**src/led_scan_pkg.sv**
```systemverilog
`default_nettype none
package led_scan_pkg;
   localparam int ADDR_W = 12;
   localparam int DATA_W = 32;
   // Register indices, byte address is four times the index
   localparam logic [7:0] IDX_SCAN_OPEN = 8'hAF;
   localparam logic [7:0] IDX_SCAN_CONTROL = 8'hB0;
   localparam logic [7:0] IDX_ON_TIME_ONE = 8'hB1;
   localparam logic [7:0] IDX_ON_TIME_TWO = 8'hB2;
   localparam logic [7:0] IDX_DRIVE_STRENGTH = 8'hB3;
   localparam logic [7:0] IDX_IRQ_STATUS = 8'hC0;
   localparam logic [7:0] IDX_IRQ_MASK = 8'hC1;
   // Field positions
   localparam int OPEN_BIT = 0;
   localparam int LOCK_BIT = 0;
   localparam int MODE_BIT = 1;
   localparam int SIZE_LSB = 2;
   localparam int SIZE_W = 3;
   localparam int DRIVE_W = 4;
   localparam int PASS_DONE_BIT = 0;
   // Reset values
   localparam logic [7:0] RST_BYTE = 8'h00;
   localparam logic [3:0] RST_DRIVE = 4'h0;
   // Matrix geometry
   localparam int LINES = 9;
   localparam int IDX_W = 4;
   // Time base
   localparam int TICK_NS = 16000;
   localparam int CLK_PERIOD_NS = 8;
   localparam int TICK_CYCLES = TICK_NS / CLK_PERIOD_NS;
   localparam int TICK_CNT_W = 11;
   // AXI responses
   localparam logic [1:0] RESP_OKAY = 2'h0;
   localparam logic [1:0] RESP_SLVERR = 2'h2;

   typedef enum logic [2:0] {
      ST_IDLE = 3'b001,
      ST_LIGHT = 3'b010,
      ST_WAIT = 3'b100
   } scan_state_t;

   // Number of lines used by a matrix size code
   function automatic logic [IDX_W-1:0] lines_of(input logic [2:0] size);
      logic [IDX_W-1:0] n;
      n = 4'h0;
      unique case (size)
         3'h0: n = 4'h0;
         3'h1: n = 4'h5;
         3'h2: n = 4'h6;
         3'h3: n = 4'h7;
         3'h4, 3'h5, 3'h6: n = 4'h8;
         3'h7: n = 4'h9;
      endcase
      return n;
   endfunction
endpackage
`default_nettype wire

```
**src/led_scan_tick.sv**
```systemverilog
`default_nettype none
module led_scan_tick
   import led_scan_pkg::*;
#(
   parameter int CYCLES = TICK_CYCLES
) (
   input wire logic aclk,
   input wire logic aresetn,
   input wire logic clear,
   output logic tick
);
   logic [TICK_CNT_W-1:0] cnt_r;
   logic [TICK_CNT_W-1:0] cnt_nxt;

   if (CYCLES < 2 || CYCLES > (1 << TICK_CNT_W)) begin : g_chk
      $error("led_scan_tick: CYCLES out of range");
   end

   always_comb begin
      tick = 1'b0;
      cnt_nxt = cnt_r + 1'b1;
      if (clear) begin
         cnt_nxt = '0;
      end else if (cnt_r == TICK_CNT_W'(CYCLES - 1)) begin
         tick = 1'b1;
         cnt_nxt = '0;
      end
   end

   always_ff @(posedge aclk) begin
      if (!aresetn) begin
         cnt_r <= '0;
      end else begin
         cnt_r <= cnt_nxt;
      end
   end
endmodule
`default_nettype wire

```
**src/led_matrix_scan_control.sv**
```systemverilog
// Summary of operation
// - Size code zero disables; 1-3 small matrices
// - Codes 4-7 select larger matrices, lines
// - Mode bit: one cycle scan, zero interrupt
// - Lock bit one locks commons as IO
// - Lock bit zero leaves commons unlocked
// - While locked, scan settings have no effect
// - On-time one lasts (value+1) times 16us
// - On-time two lasts (value+1) times 16us
//
// Implementation choice: the AXI4-Lite slave port.
`default_nettype none
module led_matrix_scan_control
   import led_scan_pkg::*;
#(
   parameter int TICK_LEN = TICK_CYCLES
) (
   input wire logic aclk,
   input wire logic aresetn,
   input wire logic [ADDR_W-1:0] s_axi_awaddr,
   input wire logic s_axi_awvalid,
   output logic s_axi_awready,
   input wire logic [DATA_W-1:0] s_axi_wdata,
   input wire logic [3:0] s_axi_wstrb,
   input wire logic s_axi_wvalid,
   output logic s_axi_wready,
   output logic [1:0] s_axi_bresp,
   output logic s_axi_bvalid,
   input wire logic s_axi_bready,
   input wire logic [ADDR_W-1:0] s_axi_araddr,
   input wire logic s_axi_arvalid,
   output logic s_axi_arready,
   output logic [DATA_W-1:0] s_axi_rdata,
   output logic [1:0] s_axi_rresp,
   output logic s_axi_rvalid,
   input wire logic s_axi_rready,
   input wire logic [LINES-1:0] lamp_pattern_one,
   input wire logic [LINES-1:0] lamp_pattern_two,
   output logic [LINES-1:0] matrix_lines_out,
   output logic [LINES-1:0] matrix_lines_oe,
   output logic [IDX_W-1:0] scan_line_index,
   output logic scan_slot,
   output logic common_port_sink_lock,
   output logic [DRIVE_W-1:0] drive_strength,
   output logic scan_irq
);
   // Register file
   logic open_r, open_nxt;
   logic [4:0] ctrl_r, ctrl_nxt;
   logic [7:0] on_one_r, on_one_nxt;
   logic [7:0] on_two_r, on_two_nxt;
   logic [DRIVE_W-1:0] drive_r, drive_nxt;
   logic status_r, status_nxt;
   logic mask_r, mask_nxt;
   // Bus state
   logic aw_held_r, aw_held_nxt;
   logic w_held_r, w_held_nxt;
   logic [ADDR_W-1:0] awaddr_r, awaddr_nxt;
   logic [7:0] wbyte_r, wbyte_nxt;
   logic wlane_r, wlane_nxt;
   logic bvalid_r, bvalid_nxt;
   logic [1:0] bresp_r, bresp_nxt;
   logic rvalid_r, rvalid_nxt;
   logic [1:0] rresp_r, rresp_nxt;
   logic [7:0] rbyte_r, rbyte_nxt;
   // Scan state
   scan_state_t state_r, state_nxt;
   logic [IDX_W-1:0] idx_r, idx_nxt;
   logic slot_r, slot_nxt;
   logic [7:0] tcnt_r, tcnt_nxt;
   logic [LINES-1:0] out_r, out_nxt;
   logic [LINES-1:0] oe_r, oe_nxt;

   logic [2:0] size;
   logic lock;
   logic mode_cycle;
   logic [IDX_W-1:0] nlines;
   logic run_ok;
   logic tick;
   logic pass_end;
   logic slot_end;
   logic do_write;
   logic wr_ok;
   logic [7:0] widx;
   logic [7:0] ridx;
   logic rd_ok;

   assign size = ctrl_r[SIZE_LSB +: SIZE_W];
   assign lock = ctrl_r[LOCK_BIT];
   assign mode_cycle = ctrl_r[MODE_BIT];
   assign nlines = lines_of(size);
   // Locked commons or no matrix keep the scanner idle
   assign run_ok = open_r && (size != 3'h0) && !lock;

   led_scan_tick #(
      .CYCLES(TICK_LEN)
   ) u_tick (
      .aclk(aclk),
      .aresetn(aresetn),
      .clear(state_r != ST_LIGHT),
      .tick(tick)
   );

   // AXI4-Lite slave
   assign s_axi_awready = !aw_held_r && !bvalid_r;
   assign s_axi_wready = !w_held_r && !bvalid_r;
   assign s_axi_arready = !rvalid_r;
   assign s_axi_bvalid = bvalid_r;
   assign s_axi_bresp = bresp_r;
   assign s_axi_rvalid = rvalid_r;
   assign s_axi_rresp = rresp_r;
   assign s_axi_rdata = {24'h000000, rbyte_r};
   assign do_write = aw_held_r && w_held_r;
   assign widx = awaddr_r[9:2];
   assign wr_ok = (awaddr_r[ADDR_W-1:10] == '0) &&
                  ((widx >= IDX_SCAN_OPEN && widx <= IDX_DRIVE_STRENGTH) ||
                   widx == IDX_IRQ_STATUS || widx == IDX_IRQ_MASK);
   assign ridx = s_axi_araddr[9:2];
   assign rd_ok = (s_axi_araddr[ADDR_W-1:10] == '0) &&
                  ((ridx >= IDX_SCAN_OPEN && ridx <= IDX_DRIVE_STRENGTH) ||
                   ridx == IDX_IRQ_STATUS || ridx == IDX_IRQ_MASK);

   always_comb begin
      aw_held_nxt = aw_held_r;
      w_held_nxt = w_held_r;
      awaddr_nxt = awaddr_r;
      wbyte_nxt = wbyte_r;
      wlane_nxt = wlane_r;
      bvalid_nxt = bvalid_r;
      bresp_nxt = bresp_r;
      rvalid_nxt = rvalid_r;
      rresp_nxt = rresp_r;
      rbyte_nxt = rbyte_r;
      if (s_axi_awvalid && s_axi_awready) begin
         aw_held_nxt = 1'b1;
         awaddr_nxt = s_axi_awaddr;
      end
      if (s_axi_wvalid && s_axi_wready) begin
         w_held_nxt = 1'b1;
         wbyte_nxt = s_axi_wdata[7:0];
         wlane_nxt = s_axi_wstrb[0];
      end
      if (do_write) begin
         aw_held_nxt = 1'b0;
         w_held_nxt = 1'b0;
         bvalid_nxt = 1'b1;
         bresp_nxt = wr_ok ? RESP_OKAY : RESP_SLVERR;
      end else if (bvalid_r && s_axi_bready) begin
         bvalid_nxt = 1'b0;
      end
      if (s_axi_arvalid && s_axi_arready) begin
         rvalid_nxt = 1'b1;
         rresp_nxt = rd_ok ? RESP_OKAY : RESP_SLVERR;
         rbyte_nxt = 8'h00;
         unique case (ridx)
            IDX_SCAN_OPEN: rbyte_nxt = {7'h00, open_r};
            IDX_SCAN_CONTROL: rbyte_nxt = {3'h0, ctrl_r};
            IDX_ON_TIME_ONE: rbyte_nxt = on_one_r;
            IDX_ON_TIME_TWO: rbyte_nxt = on_two_r;
            IDX_DRIVE_STRENGTH: rbyte_nxt = {4'h0, drive_r};
            IDX_IRQ_STATUS: rbyte_nxt = {7'h00, status_r};
            IDX_IRQ_MASK: rbyte_nxt = {7'h00, mask_r};
            default: rbyte_nxt = 8'h00;
         endcase
      end else if (rvalid_r && s_axi_rready) begin
         rvalid_nxt = 1'b0;
      end
   end

   always_ff @(posedge aclk) begin
      if (!aresetn) begin
         aw_held_r <= 1'b0;
         w_held_r <= 1'b0;
         awaddr_r <= '0;
         wbyte_r <= 8'h00;
         wlane_r <= 1'b0;
         bvalid_r <= 1'b0;
         bresp_r <= RESP_OKAY;
         rvalid_r <= 1'b0;
         rresp_r <= RESP_OKAY;
         rbyte_r <= 8'h00;
      end else begin
         aw_held_r <= aw_held_nxt;
         w_held_r <= w_held_nxt;
         awaddr_r <= awaddr_nxt;
         wbyte_r <= wbyte_nxt;
         wlane_r <= wlane_nxt;
         bvalid_r <= bvalid_nxt;
         bresp_r <= bresp_nxt;
         rvalid_r <= rvalid_nxt;
         rresp_r <= rresp_nxt;
         rbyte_r <= rbyte_nxt;
      end
   end

   // Register writes; pass-done set wins over its clear
   always_comb begin
      open_nxt = open_r;
      ctrl_nxt = ctrl_r;
      on_one_nxt = on_one_r;
      on_two_nxt = on_two_r;
      drive_nxt = drive_r;
      mask_nxt = mask_r;
      status_nxt = status_r;
      if (do_write && wlane_r) begin
         unique case (widx)
            IDX_SCAN_OPEN: open_nxt = wbyte_r[OPEN_BIT];
            IDX_SCAN_CONTROL: ctrl_nxt = wbyte_r[4:0];
            IDX_ON_TIME_ONE: on_one_nxt = wbyte_r;
            IDX_ON_TIME_TWO: on_two_nxt = wbyte_r;
            IDX_DRIVE_STRENGTH: drive_nxt = wbyte_r[DRIVE_W-1:0];
            IDX_IRQ_STATUS: status_nxt = status_r & ~wbyte_r[PASS_DONE_BIT];
            IDX_IRQ_MASK: mask_nxt = wbyte_r[PASS_DONE_BIT];
            default: ;
         endcase
      end
      if (pass_end) begin
         status_nxt = 1'b1;
      end
   end

   always_ff @(posedge aclk) begin
      if (!aresetn) begin
         open_r <= RST_BYTE[0];
         ctrl_r <= RST_BYTE[4:0];
         on_one_r <= RST_BYTE;
         on_two_r <= RST_BYTE;
         drive_r <= RST_DRIVE;
         status_r <= 1'b0;
         mask_r <= 1'b0;
      end else begin
         open_r <= open_nxt;
         ctrl_r <= ctrl_nxt;
         on_one_r <= on_one_nxt;
         on_two_r <= on_two_nxt;
         drive_r <= drive_nxt;
         status_r <= status_nxt;
         mask_r <= mask_nxt;
      end
   end

   assign scan_irq = status_r && mask_r;
   assign common_port_sink_lock = lock;
   assign drive_strength = drive_r;
   assign scan_line_index = idx_r;
   assign scan_slot = slot_r;
   assign matrix_lines_out = out_r;
   assign matrix_lines_oe = oe_r;

   // Scan sequencer
   assign slot_end = (state_r == ST_LIGHT) && tick &&
                     (tcnt_r == (slot_r ? on_two_r : on_one_r));
   assign pass_end = run_ok && slot_end && slot_r && (idx_r == nlines - 1'b1);

   always_comb begin
      state_nxt = state_r;
      idx_nxt = idx_r;
      slot_nxt = slot_r;
      tcnt_nxt = tcnt_r;
      out_nxt = '0;
      oe_nxt = '0;
      unique case (state_r)
         ST_IDLE: begin
            idx_nxt = '0;
            slot_nxt = 1'b0;
            tcnt_nxt = 8'h00;
            if (run_ok) begin
               state_nxt = ST_LIGHT;
            end
         end
         ST_LIGHT: begin
            if (tick) begin
               tcnt_nxt = tcnt_r + 1'b1;
            end
            if (slot_end) begin
               tcnt_nxt = 8'h00;
               slot_nxt = !slot_r;
               if (slot_r) begin
                  if (pass_end) begin
                     idx_nxt = '0;
                     if (!mode_cycle) begin
                        state_nxt = ST_WAIT;
                     end
                  end else begin
                     idx_nxt = idx_r + 1'b1;
                  end
               end
            end
         end
         ST_WAIT: begin
            if (!status_r) begin
               state_nxt = ST_LIGHT;
            end
         end
         default: state_nxt = ST_IDLE;
      endcase
      if (!run_ok) begin
         state_nxt = ST_IDLE;
      end
      // Common line high, pattern lines sink within the matrix
      if (state_nxt == ST_LIGHT) begin
         for (int j = 0; j < LINES; j++) begin
            if (j < int'(nlines)) begin
               if (j == int'(idx_nxt)) begin
                  out_nxt[j] = 1'b1;
                  oe_nxt[j] = 1'b1;
               end else if (slot_nxt ? lamp_pattern_two[j]
                                     : lamp_pattern_one[j]) begin
                  oe_nxt[j] = 1'b1;
               end
            end
         end
      end
   end

   always_ff @(posedge aclk) begin
      if (!aresetn) begin
         state_r <= ST_IDLE;
         idx_r <= '0;
         slot_r <= 1'b0;
         tcnt_r <= 8'h00;
         out_r <= '0;
         oe_r <= '0;
      end else begin
         state_r <= state_nxt;
         idx_r <= idx_nxt;
         slot_r <= slot_nxt;
         tcnt_r <= tcnt_nxt;
         out_r <= out_nxt;
         oe_r <= oe_nxt;
      end
   end
endmodule
`default_nettype wire

```
**config.mk**
```make
export PLATFORM = sky130hd
export DESIGN_NAME = led_matrix_scan_control
export DESIGN_NICKNAME = d
export VERILOG_FILES = /design/src/led_scan_pkg.sv /design/src/led_scan_tick.sv /design/src/led_matrix_scan_control.sv
export SDC_FILE = /design/constraint.sdc
export NUM_CORES = 1
export LEC_CHECK = 0
export ABC_CLOCK_PERIOD_IN_PS = 3200
export BUFFER_PORTS_ARGS = -buffer_cell sky130_fd_sc_hd__buf_2
export CAP_MARGIN = 20
export CORE_MARGIN = 2
export CORE_UTILIZATION = 25
export CTS_CLUSTER_DIAMETER = 60
export DETAILED_ROUTE_END_ITERATION = 10
export SYNTH_ARGS = -nofsm -noshare
export SYNTH_HDL_FRONTEND = slang
export SYNTH_SLANG_ARGS = --single-unit
```
**constraint.sdc**
```tcl
create_clock -name aclk -period 3.2 [get_ports aclk]
set_input_delay 0.32 -clock aclk [delete_from_list [all_inputs] [get_ports aclk]]
set_output_delay 0.32 -clock aclk [all_outputs]
set_load 0.01 [all_outputs]
```
==> results.md, run 1 <==
- Post-route setup slack: 0.446 ns
- CTS sink cnt: 110
- Post-synthesis mux area share: 7.32%
- Post-layout nets: 789
- Areal power density over the cells: 431 nW/µm²
- Synth area leader: dfxtp_1
- Remaining antenna violation count: 0
- Max Cap Viol: 0
- EDFF count, synth: 0
- CTS root buf: clkbuf_16
- Worst r2r path cells: 8
- CTS clk-pin slew, worst paths: 0.07 ns
- Slew headroom: 51.7%
- CP endpoint kind: register
- VDD IR max: 252 µV
- Largest fanout on the critical path: 9
- Post-CTS Setup Repair Bufs: 0
- Worst clock skew: 0.00816 ns
- # hold bufs at CTS: 0
- RSZ-0062 raised after global routing: no
- Tmin final: 2.75 ns
- Util after Layout: 30.2%
- Non-Filler Instances: 973
- Least-Margin Pin Slew: 0.725 ns
- CP Class: reg -> reg
- Worst Path Arrival: 3.01 ns
- First-pass GRT wire length: 20.3 mm
- GRT overflow: 0
- Capturing point of the worst reg2reg path: matrix_lines_oe[8]
- Final WL: 12.4 mm
- Largest net degree at the start of global routing: 34
- Hold Path End: s_axi_rvalid
- Synth Warn #: 0
- Final setup fails: 0
- Post-synthesis cell area: 5160 µm²
- Overall power: 2.64 mW
- Post-synthesis sequential area ratio: 42.6%
- HPWL Detailed: 9.38 mm
- Placed cell count: 957
- Synthesized instance count: 610
- Clk_lat worst skew: 0.36 ns
- Flops & latches, synth: 110
- Clk buf depth: 2
- R2R Setup Slk: 0.45 ns
- CORE AREA: 20200 µm²
- Filler cells: 2161
- Die Y: 148 µm
- Syn Area/Cell: 8.47 µm²
- CTS tree: built
- Adder-cell share of the synthesized area: 1.45%
- Total track usage: 11.5%
- Post-DP Area: 5830 µm²
- # rows: 52
- Cts bufs inserted: 9
- Synth top area share: 42.6%
- Layout cells sized above 1: 19.9%
- Vias in the first global route: 4048
- Ports: 155
- XOR/XNOR Fraction of Synth Area: 5.09%
- Min-delay src: s_axi_rready
- Critical path data required time: 3.45 ns
- Die Area: 21800 µm²
- Post-DR vias/cell: 4.36
- Initial Util: 25.5%
- 1st-iter DRT viols: 235
- Antenna violations before repair: 1
- Fmax: 363 MHz
- Synthesis-to-layout area growth: 18.4%
- Worst reg2reg startpoint: scan_slot
- Simple-Gate Fraction of Synth Area: 23.6%
- Final hold vios: 0
- Status: complete, no violations
- Hold_ws: 0.138 ns
- HP Class: in -> reg
- Antenna fix cells: 0
- Drt first pass iters: 4
- Synth top area cells: dfxtp_1 43%, nand2_1 6.4%, mux2i_1 6.0%, nor2_1 5.5%, a21oi_1 5.2%
- Final period util: 86.0%
- LEAKAGE: 2.38 nW
- Via count: 4245
- Die Wd: 148 µm
- Fin Setup TNS: 0 ns
- PortBufs: 97
- Worst setup SP type: register
- Max Slew Vio Count: 0
- Worst Hold Depth: 2
- Netlist cell types: 59
- H-tree depth: 3
- Drt drc: 0
- GPL Wtd Cong: 0.817
- Compound-gate portion of the synthesized area: 12.9%
- Main synth FF type: dfxtp_1
- Main combinational cell family by area after synthesis: simple AND/OR/NAND/NOR gates
- Post-CTS resize count: 0
- Setup WS pre-CTS: 0.283 ns
- Drt wl/cell: 12.7 µm
- Post-synth ARST share: 0%
- Final Instance Area: 6110 µm²
sequential cells by signal, indices dropped and copies added, names as in the netlist, 3 cells and up:
signal,count
awaddr_r,10
ctrl_r,5
drive_strength,4
matrix_lines_oe,9
matrix_lines_out,9
nlines,4
on_one_r,8
on_two_r,8
rbyte_r,8
scan_line_index,4
state_r,3
tcnt_r,8
u_tick.cnt_r,11
wbyte_r,8
placed cells by master (no fill, tap or decap), types with 3 or more instances in the layout:
| master | Yosys | layout |
|---|---|---|
| xor2_1 | 11 | 11 |
| nor2_1 | 75 | 75 |
| conb_1 | 1 | 26 |
| nand3_1 | 21 | 21 |
| a21o_1 | 4 | 4 |
| nor3_1 | 8 | 8 |
| mux2_2 | 6 | 6 |
| nand2_1 | 88 | 88 |
| dfxtp_1 | 110 | 109 |
| mux2i_1 | 31 | 31 |
| nor3b_1 | 5 | 5 |
| nor2b_1 | 4 | 4 |
| xnor2_1 | 19 | 19 |
| a221oi_1 | 5 | 5 |
| o21ai_0 | 14 | 14 |
| and2_1 | 10 | 10 |
| clkbuf_16 | 0 | 9 |
| o22ai_1 | 3 | 3 |
| and3_1 | 9 | 9 |
| a21oi_1 | 54 | 54 |
| nand2b_1 | 8 | 8 |
| ha_1 | 6 | 6 |
| buf_4 | 26 | 9 |
| inv_1 | 9 | 9 |
| a22oi_1 | 11 | 11 |
| buf_2 | 2 | 97 |
| nand4_1 | 7 | 7 |
synth_stat cells, types with 11 or more instances:
master	number
a21oi_1	54
a22oi_1	11
buf_4	26
clkbuf_1	22
dfxtp_1	110
mux2i_1	31
nand2_1	88
nand3_1	21
nor2_1	75
o21ai_0	14
xnor2_1	19
xor2_1	11
worst max-delay path, cell delays in order, from the launching register on:
cell	delay [ns]
dfxtp_2	0.49
mux2i_1	0.33
xnor2_1	0.12
nor4_2	0.43
nand2_1	0.12
nor2_1	0.17
a2bb2oi_1	0.39
mux2_2	0.38
o21ba_2	0.20
how the worst max path moves through the flow:
| stage | start | endpoint | slack (ns) | depth (start not counted) |
|---|---|---|---|---|
| final | scan_slot | matrix_lines_oe[8] | 0.45 | 8 |
| after global routing | scan_slot | matrix_lines_oe[2] | 0.18 | 9 |
| after CTS | scan_slot | matrix_lines_oe[8] | 0.26 | 8 |
| after detailed placement | scan_slot | matrix_lines_oe[8] | 0.28 | 8 |
| after global placement | scan_slot | matrix_lines_oe[8] | 0.34 | 8 |
| after floorplan | u_tick.cnt_r[0] | matrix_lines_oe[6] | 0.64 | 9 |
layer usage:
layer  wire [µm]  GRT usage [%]
met1        5890           15.3
met3         917           3.67
met2        5420           18.0
met5           0              0
met4         138           3.37
power by group:
part	internal (mW)	switching (mW)
combinational	0.0550	0.0877
clock	0.557	0.523
sequential	1.39	0.0244
total	2.00	0.636
kinds of logic (layout without fill, tap and decap cells):
| group | Yosys count | in the layout |
|---|---|---|
| and+or+nand+nor | 256 | 256 |
| muxes | 37 | 37 |
| xor gates and xnor gates | 30 | 30 |
| other | 1 | 26 |
| AOI/OAI and AO/OA | 106 | 106 |
| adders and majority gates | 6 | 6 |
| buffers and inverters | 64 | 132 |
| DFF | 110 | 110 |
layout make-up:
class	instances	area, µm²	area share (%)
Clock buffer	11	243	3.97
Clock inverter	5	41.3	0.676
Tap cell	270	338	5.53
Inverter	10	37.5	0.614
Sequential cell	110	2200	36.0
Timing Repair Buffer	106	553	9.05
Multi-Input combinational cell	461	2700	44.1
No activity file was read; power rests on OpenSTA's default activity.
==> run 2, diff against run 1 <==
--- a/config.mk
+++ b/config.mk
@@ -5,7 +5,7 @@
 export SDC_FILE = /design/constraint.sdc
 export NUM_CORES = 1
 export LEC_CHECK = 0
-export ABC_CLOCK_PERIOD_IN_PS = 3200
+export ABC_CLOCK_PERIOD_IN_PS = 2670
 export BUFFER_PORTS_ARGS = -buffer_cell sky130_fd_sc_hd__buf_2
 export CAP_MARGIN = 20
 export CORE_MARGIN = 2
==> constraint.sdc (replaced) <==
create_clock -name aclk -period 2.67 [get_ports aclk]
set_input_delay 0.267 -clock aclk [delete_from_list [all_inputs] [get_ports aclk]]
set_output_delay 0.267 -clock aclk [all_outputs]
set_load 0.01 [all_outputs]
==> run 2 against run 1 <==
  * Sequential share of layout area shrank 1.4 points
  * Critical endpoint is now matrix_lines_oe[6]
  * Total power increased by 23%
  * Largest power group unchanged
  * Highest routed layer is now met5
  * Die area unchanged
  * Critical path type unchanged
  * Register-to-register slack got worse by 0.27 ns
==> results.md, run 2 (synthesis gave the netlist of run 1 again) <==
- LEAKAGE: 2.52 nW (+5.7%)
- Slew headroom: 61.9% (+10 points)
- Drt first pass iters: 4 (unchanged)
- Worst Path Arrival: 2.79 ns (-0.22 ns)
- First-pass GRT wire length: 20.3 mm (about the same)
- Met2 wire length: 5.62 mm (+3.8%)
- Largest regs: u_tick.cnt_r: 11 flops, awaddr_r: 10 flops
- Synthesis-to-layout area growth: 23.3%
- H-tree depth: 3 (unchanged)
- HPWL Detailed: 9.39 mm (+0.10%)
- Largest register FFs: 11 (unchanged)
- Critical Path Max Stage Delay: 0.41 ns (-0.08 ns)
- DRT met1 WL: 6.00 mm (+1.8%)
- PortBufs: 97 (unchanged)
- Tmin final: 2.49 ns (-0.260 ns)
- CTS root buf: clkbuf_16
- VDD IR max: 372 µV (+48%)
- Overall power: 3.25 mW (+23%)
- Largest fanout on the critical path: 9 (unchanged)
- CTS sink cnt: 110 (unchanged)
- HP Class: in -> reg
- Most frequent cells in the layout: 107 x dfxtp_1, 97 x buf_2, 88 x nand2_1
- Remaining antenna violation count: 0 (unchanged)
- R2R Setup Slk: 0.18 ns (-0.27 ns)
- Vias in the first global route: 4028 (-0.49%)
- Worst setup SP type: register
- GRT overflow: 0 (unchanged)
- CP Class: reg -> reg
- Fin Setup TNS: 0 ns (unchanged)
- CORE AREA: 20200 µm² (unchanged)
- Final hold vios: 0 (unchanged)
- Worst path cell trace: buf_12 -> mux2i_4 -> xnor2_2 -> nor4_4 -> nand3_2 -> and2_4 -> a221oi_4 -> or3b_1 -> a21oi_2
- Placed cell count: 969 (+1.3%)
- 1st-iter DRT viols: 271 (+15%)
- Total track usage: 11.5% (about the same)
- Status: complete, no violations
- Antenna violations before repair: 1 (unchanged)
- Final WL: 12.6 mm (+1.9%)
- CP endpoint kind: register
- CTS clk-pin slew, worst paths: 0.07 ns (about the same)
- Clk_lat worst skew: 0.36 ns (about the same)
- Antenna fix cells: 0 (unchanged)
- Worst clock skew: 0.00958 ns (+0.00142 ns)
- Util after Layout: 31.5% (+1.3 points)
- Drt wl/cell: 12.8 µm (+0.36%)
- Post-DR vias/cell: 4.41 (+1.1%)
- Largest net degree at the start of global routing: 54 (+59%)
- # rows: 52 (unchanged)
- Cts bufs inserted: 9 (unchanged)
- Post-layout nets: 804 (+1.9%)
- Metal3 WL: 814 µm (-11%)
- Areal power density over the cells: 510 nW/µm² (+18%)
- Worst path bufs/invs: 1 (+1)
- Critical path data required time: 2.96 ns (-0.49 ns)
- Biggest register: u_tick.cnt_r
- Drt drc: 0 (unchanged)
- Uppermost layer routed: met5
- Filler cells: 2167 (+0.28%)
- Die Area: 21800 µm² (unchanged)
- RSZ-0062 raised after global routing: no
- Die Wd: 148 µm (unchanged)
- Most common cell after layout, fill and taps aside: dfxtp_1
- Initial Util: 25.5% (unchanged)
- Max Slew Vio Count: 0 (unchanged)
- Ports: 155 (unchanged)
- Final period util: 93.4% (+7.3 points)
- Least-Margin Pin Slew: 0.572 ns (-0.153 ns)
- Non-Filler Instances: 988 (+1.5%)
- Final setup fails: 0 (unchanged)
- Die Y: 148 µm (unchanged)
- Layout cells sized above 1: 23.8% (+3.9 points)
- Max Cap Viol: 0 (unchanged)
- Crit path max-delay family: simple AND/OR/NAND/NOR gates
- CTS tree: built
- Slowest stage cell on the critical path: or3b_1
- Fmax: 401 MHz (+10%)
- Via count: 4356 (+2.6%)
- GPL Wtd Cong: 0.805 (-1.4%)
- Hold_ws: 0.0900 ns (-0.0479 ns)
- Clk buf depth: 2 (unchanged)
## run 2: cell types whose count changed in the layout (fill, tap and decap cells not counted), sizes merged
cell	delta
buf	+15
clkinv	+3
clkinvlp	-2
bufinv	+1
clkbuf	-1
inv	-1
## run 2: metal layers
metal	global-route usage [%]	vias up
li1	-	2250
met1	15.2	1981
met2	18.2	109
met3	3.73	14
met4	2.84	2
met5	0	-
## run 2: final cells by class
class                   count  area, µm²  area share, %
clock inverters             6       70.1           1.10
repair buffers            121        682           10.7
inverters                  10       37.5          0.589
multi-input cells         461       2800           43.9
well taps                 270        338           5.30
clock buffers              10        239           3.75
flip-flops and latches    110       2210           34.6
## run 2: worst paths after layout
| path | start | end | cells past startpoint |
|---|---|---|---|
| max reg2reg | scan_slot | matrix_lines_oe[6] | 9 |
| min reg2reg | u_tick.cnt_r[0] | u_tick.cnt_r[0] | 1 |
| min | s_axi_rready | s_axi_rvalid | 2 |
| max | scan_slot | matrix_lines_oe[6] | 9 |
## run 2: what timing repair did
item / CTS / global route
hold buffers: 0 / 0
gates resized for setup: 0 / 22
buffers inserted: 0 / 3
setup endpoints to repair: 0 / 15
## run 2: per-stage QoR
stage                     setup WS (ns)  area (µm²)
after floorplan                   0.110        5260
after global routing             0.0112        6370
final                             0.176        6370
after detailed placement         0.0524        5930
after CTS                        0.0382        6240
after global placement           0.0694        5930
## run 2: worst register-to-register path, cell delays in order, from the launching register on
cell and delay [ns]:
dfxtp_2 0.34, buf_12 0.15, mux2i_4 0.28, xnor2_2 0.10, nor4_4 0.36, nand3_2 0.17, and2_4 0.21, a221oi_4 0.30
or3b_1 0.41, a21oi_2 0.12
## run 2: report_power, final
| group | internal, mW | switching, mW | total [mW] | leakage, nW |
|---|---|---|---|---|
| Combinational | 0.0662 | 0.106 | 0.172 | 1.47 |
| Sequential | 1.67 | 0.0291 | 1.69 | 0.891 |
| Clock | 0.760 | 0.621 | 1.38 | 0.153 |
| Total | 2.49 | 0.756 | 3.25 | 2.52 |
==> run 3, diff against run 2 <==
--- a/config.mk
+++ b/config.mk
@@ -5,7 +5,7 @@
 export SDC_FILE = /design/constraint.sdc
 export NUM_CORES = 1
 export LEC_CHECK = 0
-export ABC_CLOCK_PERIOD_IN_PS = 2670
+export ABC_CLOCK_PERIOD_IN_PS = 2100
 export BUFFER_PORTS_ARGS = -buffer_cell sky130_fd_sc_hd__buf_2
 export CAP_MARGIN = 20
 export CORE_MARGIN = 2
==> constraint.sdc (replaced) <==
create_clock -name aclk -period 2.1 [get_ports aclk]
set_input_delay 0.21 -clock aclk [delete_from_list [all_inputs] [get_ports aclk]]
set_output_delay 0.21 -clock aclk [all_outputs]
set_load 0.01 [all_outputs]
==> run 3 against run 2 <==
  * The run now ends with setup timing left
  * Hold slack worse by 0.052 ns
  * Combinational power up 37%
  * Critical path depth up 1
  * Global-route usage up 0.56 points
  * Maximum frequency up 1.6%
  * Wire length up 6.7%
  * Count of clock-buffer cells in the layout down 1
  * Utilization up 3.1 points
  * Critical endpoint unchanged
==> results.md, run 3 (synthesis gave the netlist of run 1 again) <==
- LEAKAGE: 2.87 nW (+14%)
- Placed cell count: 1030 (+6.3%)
- CP Class: reg -> reg
- CP endpoint kind: register
- Post-layout nets: 872 (+8.5%)
- Largest register FFs: 11 (unchanged)
- Most frequent cells in the layout: 106 x dfxtp_1, 97 x buf_2, 85 x nand2_1
- Crit path max-delay family: simple AND/OR/NAND/NOR gates
- HP Class: in -> reg
- Largest net degree at the start of global routing: 41 (-24%)
- Final hold vios: 0 (unchanged)
- # rows: 52 (unchanged)
- Worst reg2reg startpoint: scan_slot
- Final period util: 117% (+23 points)
- H-tree depth: 3 (unchanged)
- VDD IR max: 372 µV (-0.16%)
- Worst path bufs/invs: 2 (+1)
- Fmax: 407 MHz (+1.6%)
- Antenna violations before repair: 1 (unchanged)
- Slew headroom: 66.4% (+4.5 points)
- 1st-iter DRT viols: 186 (-31%)
- CTS clk-pin slew, worst paths: 0.08 ns (about the same)
- RSZ-0062 raised after global routing: yes
- Hold Path End: s_axi_rvalid
- Post-route setup slack: -0.354 ns (-0.531 ns)
- CP Depth: 10 (+1)
- Capturing point of the worst reg2reg path: matrix_lines_oe[6]
- Clk buf depth: 2 (unchanged)
- CORE AREA: 20200 µm² (unchanged)
- Synthesis-to-layout area growth: 35.5%
- R2R Setup Slk: -0.35 ns (-0.53 ns)
- HPWL Detailed: 10.1 mm (+7.4%)
- Clk_lat worst skew: 0.35 ns (about the same)
- Met1 usage: 15.9% (+0.63 points)
- Non-Filler Instances: 1056 (+6.9%)
- Initial Util: 25.5% (unchanged)
- Max Cap Viol: 0 (unchanged)
- Vias in the first global route: 4264 (+5.9%)
- GR Util met3: 3.77% (+0.031 points)
- Tmin final: 2.45 ns (-0.0392 ns)
- Worst path cell trace: buf_6 -> mux2i_2 -> xnor2_1 -> nor4_2 -> buf_4 -> and4bb_2 -> nand2_2 -> o22a_1 -> or3b_4 -> a21oi_2
- Min-delay src: s_axi_rready
- Overall power: 4.07 mW (+25%)
- GR peak layer: met2
- Drt first pass iters: 4 (unchanged)
- CTS sink cnt: 110 (unchanged)
- Remaining antenna violation count: 0 (unchanged)
- Critical Path Max Stage Delay: 0.41 ns (about the same)
- Most common cell after layout, fill and taps aside: dfxtp_1
- CTS tree: built
- Layout cells sized above 1: 33.5% (+9.6 points)
- Max Slew Vio Count: 0 (unchanged)
- Worst Hold Depth: 2 (unchanged)
- Post-DR vias/cell: 4.35 (-1.3%)
- Total track usage: 12.1% (+0.56 points)
- Failing checks: setup timing
- Least-Margin Pin Slew: 0.505 ns (-0.0671 ns)
- Slowest stage cell on the critical path: dfxtp_4
- Largest regs: u_tick.cnt_r: 11 flops, awaddr_r: 10 flops
- Ports: 155 (unchanged)
- First-pass GRT wire length: 21.4 mm (+5.1%)
- GPL Wtd Cong: 0.837 (+3.9%)
- CTS root buf: clkbuf_16
- Largest fanout on the critical path: 8 (-1)
- Drt drc: 0 (unchanged)
- Areal power density over the cells: 581 nW/µm² (+14%)
- Antenna fix cells: 0 (unchanged)
- Worst setup SP type: register
- Worst r2r path cells: 10 (+1)
- Die Y: 148 µm (unchanged)
- Post-DP Area: 6400 µm² (+8.0%)
- Critical path data required time: 2.39 ns (-0.57 ns)
- Cts bufs inserted: 9 (unchanged)
- Worst clock skew: 0.0120 ns (+0.00244 ns)
- Via count: 4597 (+5.5%)
- Drt wl/cell: 12.7 µm (-0.22%)
- Met2 Use GR: 19.3% (+1.0 points)
- Final setup fails: 22 (+22)
- Final Instance Area: 7000 µm² (+9.9%)
- Final WL: 13.4 mm (+6.7%)
- Die Area: 21800 µm² (unchanged)
- Util after Layout: 34.6% (+3.1 points)
- PortBufs: 97 (unchanged)
- Die Wd: 148 µm (unchanged)
- Biggest register: u_tick.cnt_r
- Status: complete, but fails checks
- Worst Path Arrival: 2.74 ns (-0.05 ns)
- GRT overflow: 0 (unchanged)
run 3: cell count changes in the layout (fill, tap and decap cells not counted), sizes merged:
| cell | delta |
|---|---|
| bufinv | -1 |
| clkinvlp | +1 |
| inv | +3 |
| clkinv | -2 |
| clkbuf | -1 |
| buf | +68 |
run 3: worst max path at each step:
stage | from | to | slack (ns)
after floorplan | scan_slot | matrix_lines_oe[6] | -0.34
after global placement | scan_slot | matrix_lines_oe[6] | -0.25
after detailed placement | scan_slot | matrix_lines_oe[6] | -0.36
after CTS | scan_slot | matrix_lines_oe[6] | -0.29
after global routing | scan_slot | matrix_lines_oe[5] | -0.50
final | scan_slot | matrix_lines_oe[6] | -0.35
run 3: layer usage:
layer,share of wire (%),routed length (µm),vias to the layer above
met3,6.6,881,10
met5,0,0,-
met4,1.2,163,0
li1,-,-,2377
met1,47,6360,2086
met2,45,6040,124
run 3: final cells by class:
type | instances | area (µm²)
clock buffer | 9 | 225
clock inverter | 7 | 66.3
fill | 2110 | 13200
inverter | 10 | 37.5
multi-input combinational | 461 | 2900
sequential | 110 | 2210
tap | 270 | 338
timing repair buffer | 189 | 1220
run 3: worst reg2reg max path: cells and delay by family, from the launching register on:
family / cells / cell delay (ns)
buf+inv: 2 / 0.29
flops: 1 / 0.41
compound gates: 2 / 0.29
mux: 1 / 0.22
simple gates: 4 / 1.07
xor+xnor: 1 / 0.10
run 3: power by group:
part	total (mW)	internal, mW	switching (mW)
Sequential	2.15	2.12	0.0339
Combinational	0.236	0.0934	0.143
Clock	1.68	0.836	0.846
Total	4.07	3.04	1.02
run 3: timing repair:
item                                    4_1_cts  5_1_grt
hold buffers                                  0        0
buffers inserted                              0       10
pin swaps                                     1       13
endpoints found under the setup margin       24       34
resized for setup                            14       38
run 3: per-stage QoR:
stage	setup TNS (ns)	setup slack (ns)	hold slack, ns
after detailed placement	-5.68	-0.356	0.395
after floorplan	-1.55	-0.338	0.310
after global routing	-8.47	-0.504	0.0288
after CTS	-4.07	-0.291	0.0288
after global placement	-3.59	-0.253	0.394
final	-5.06	-0.354	0.0383
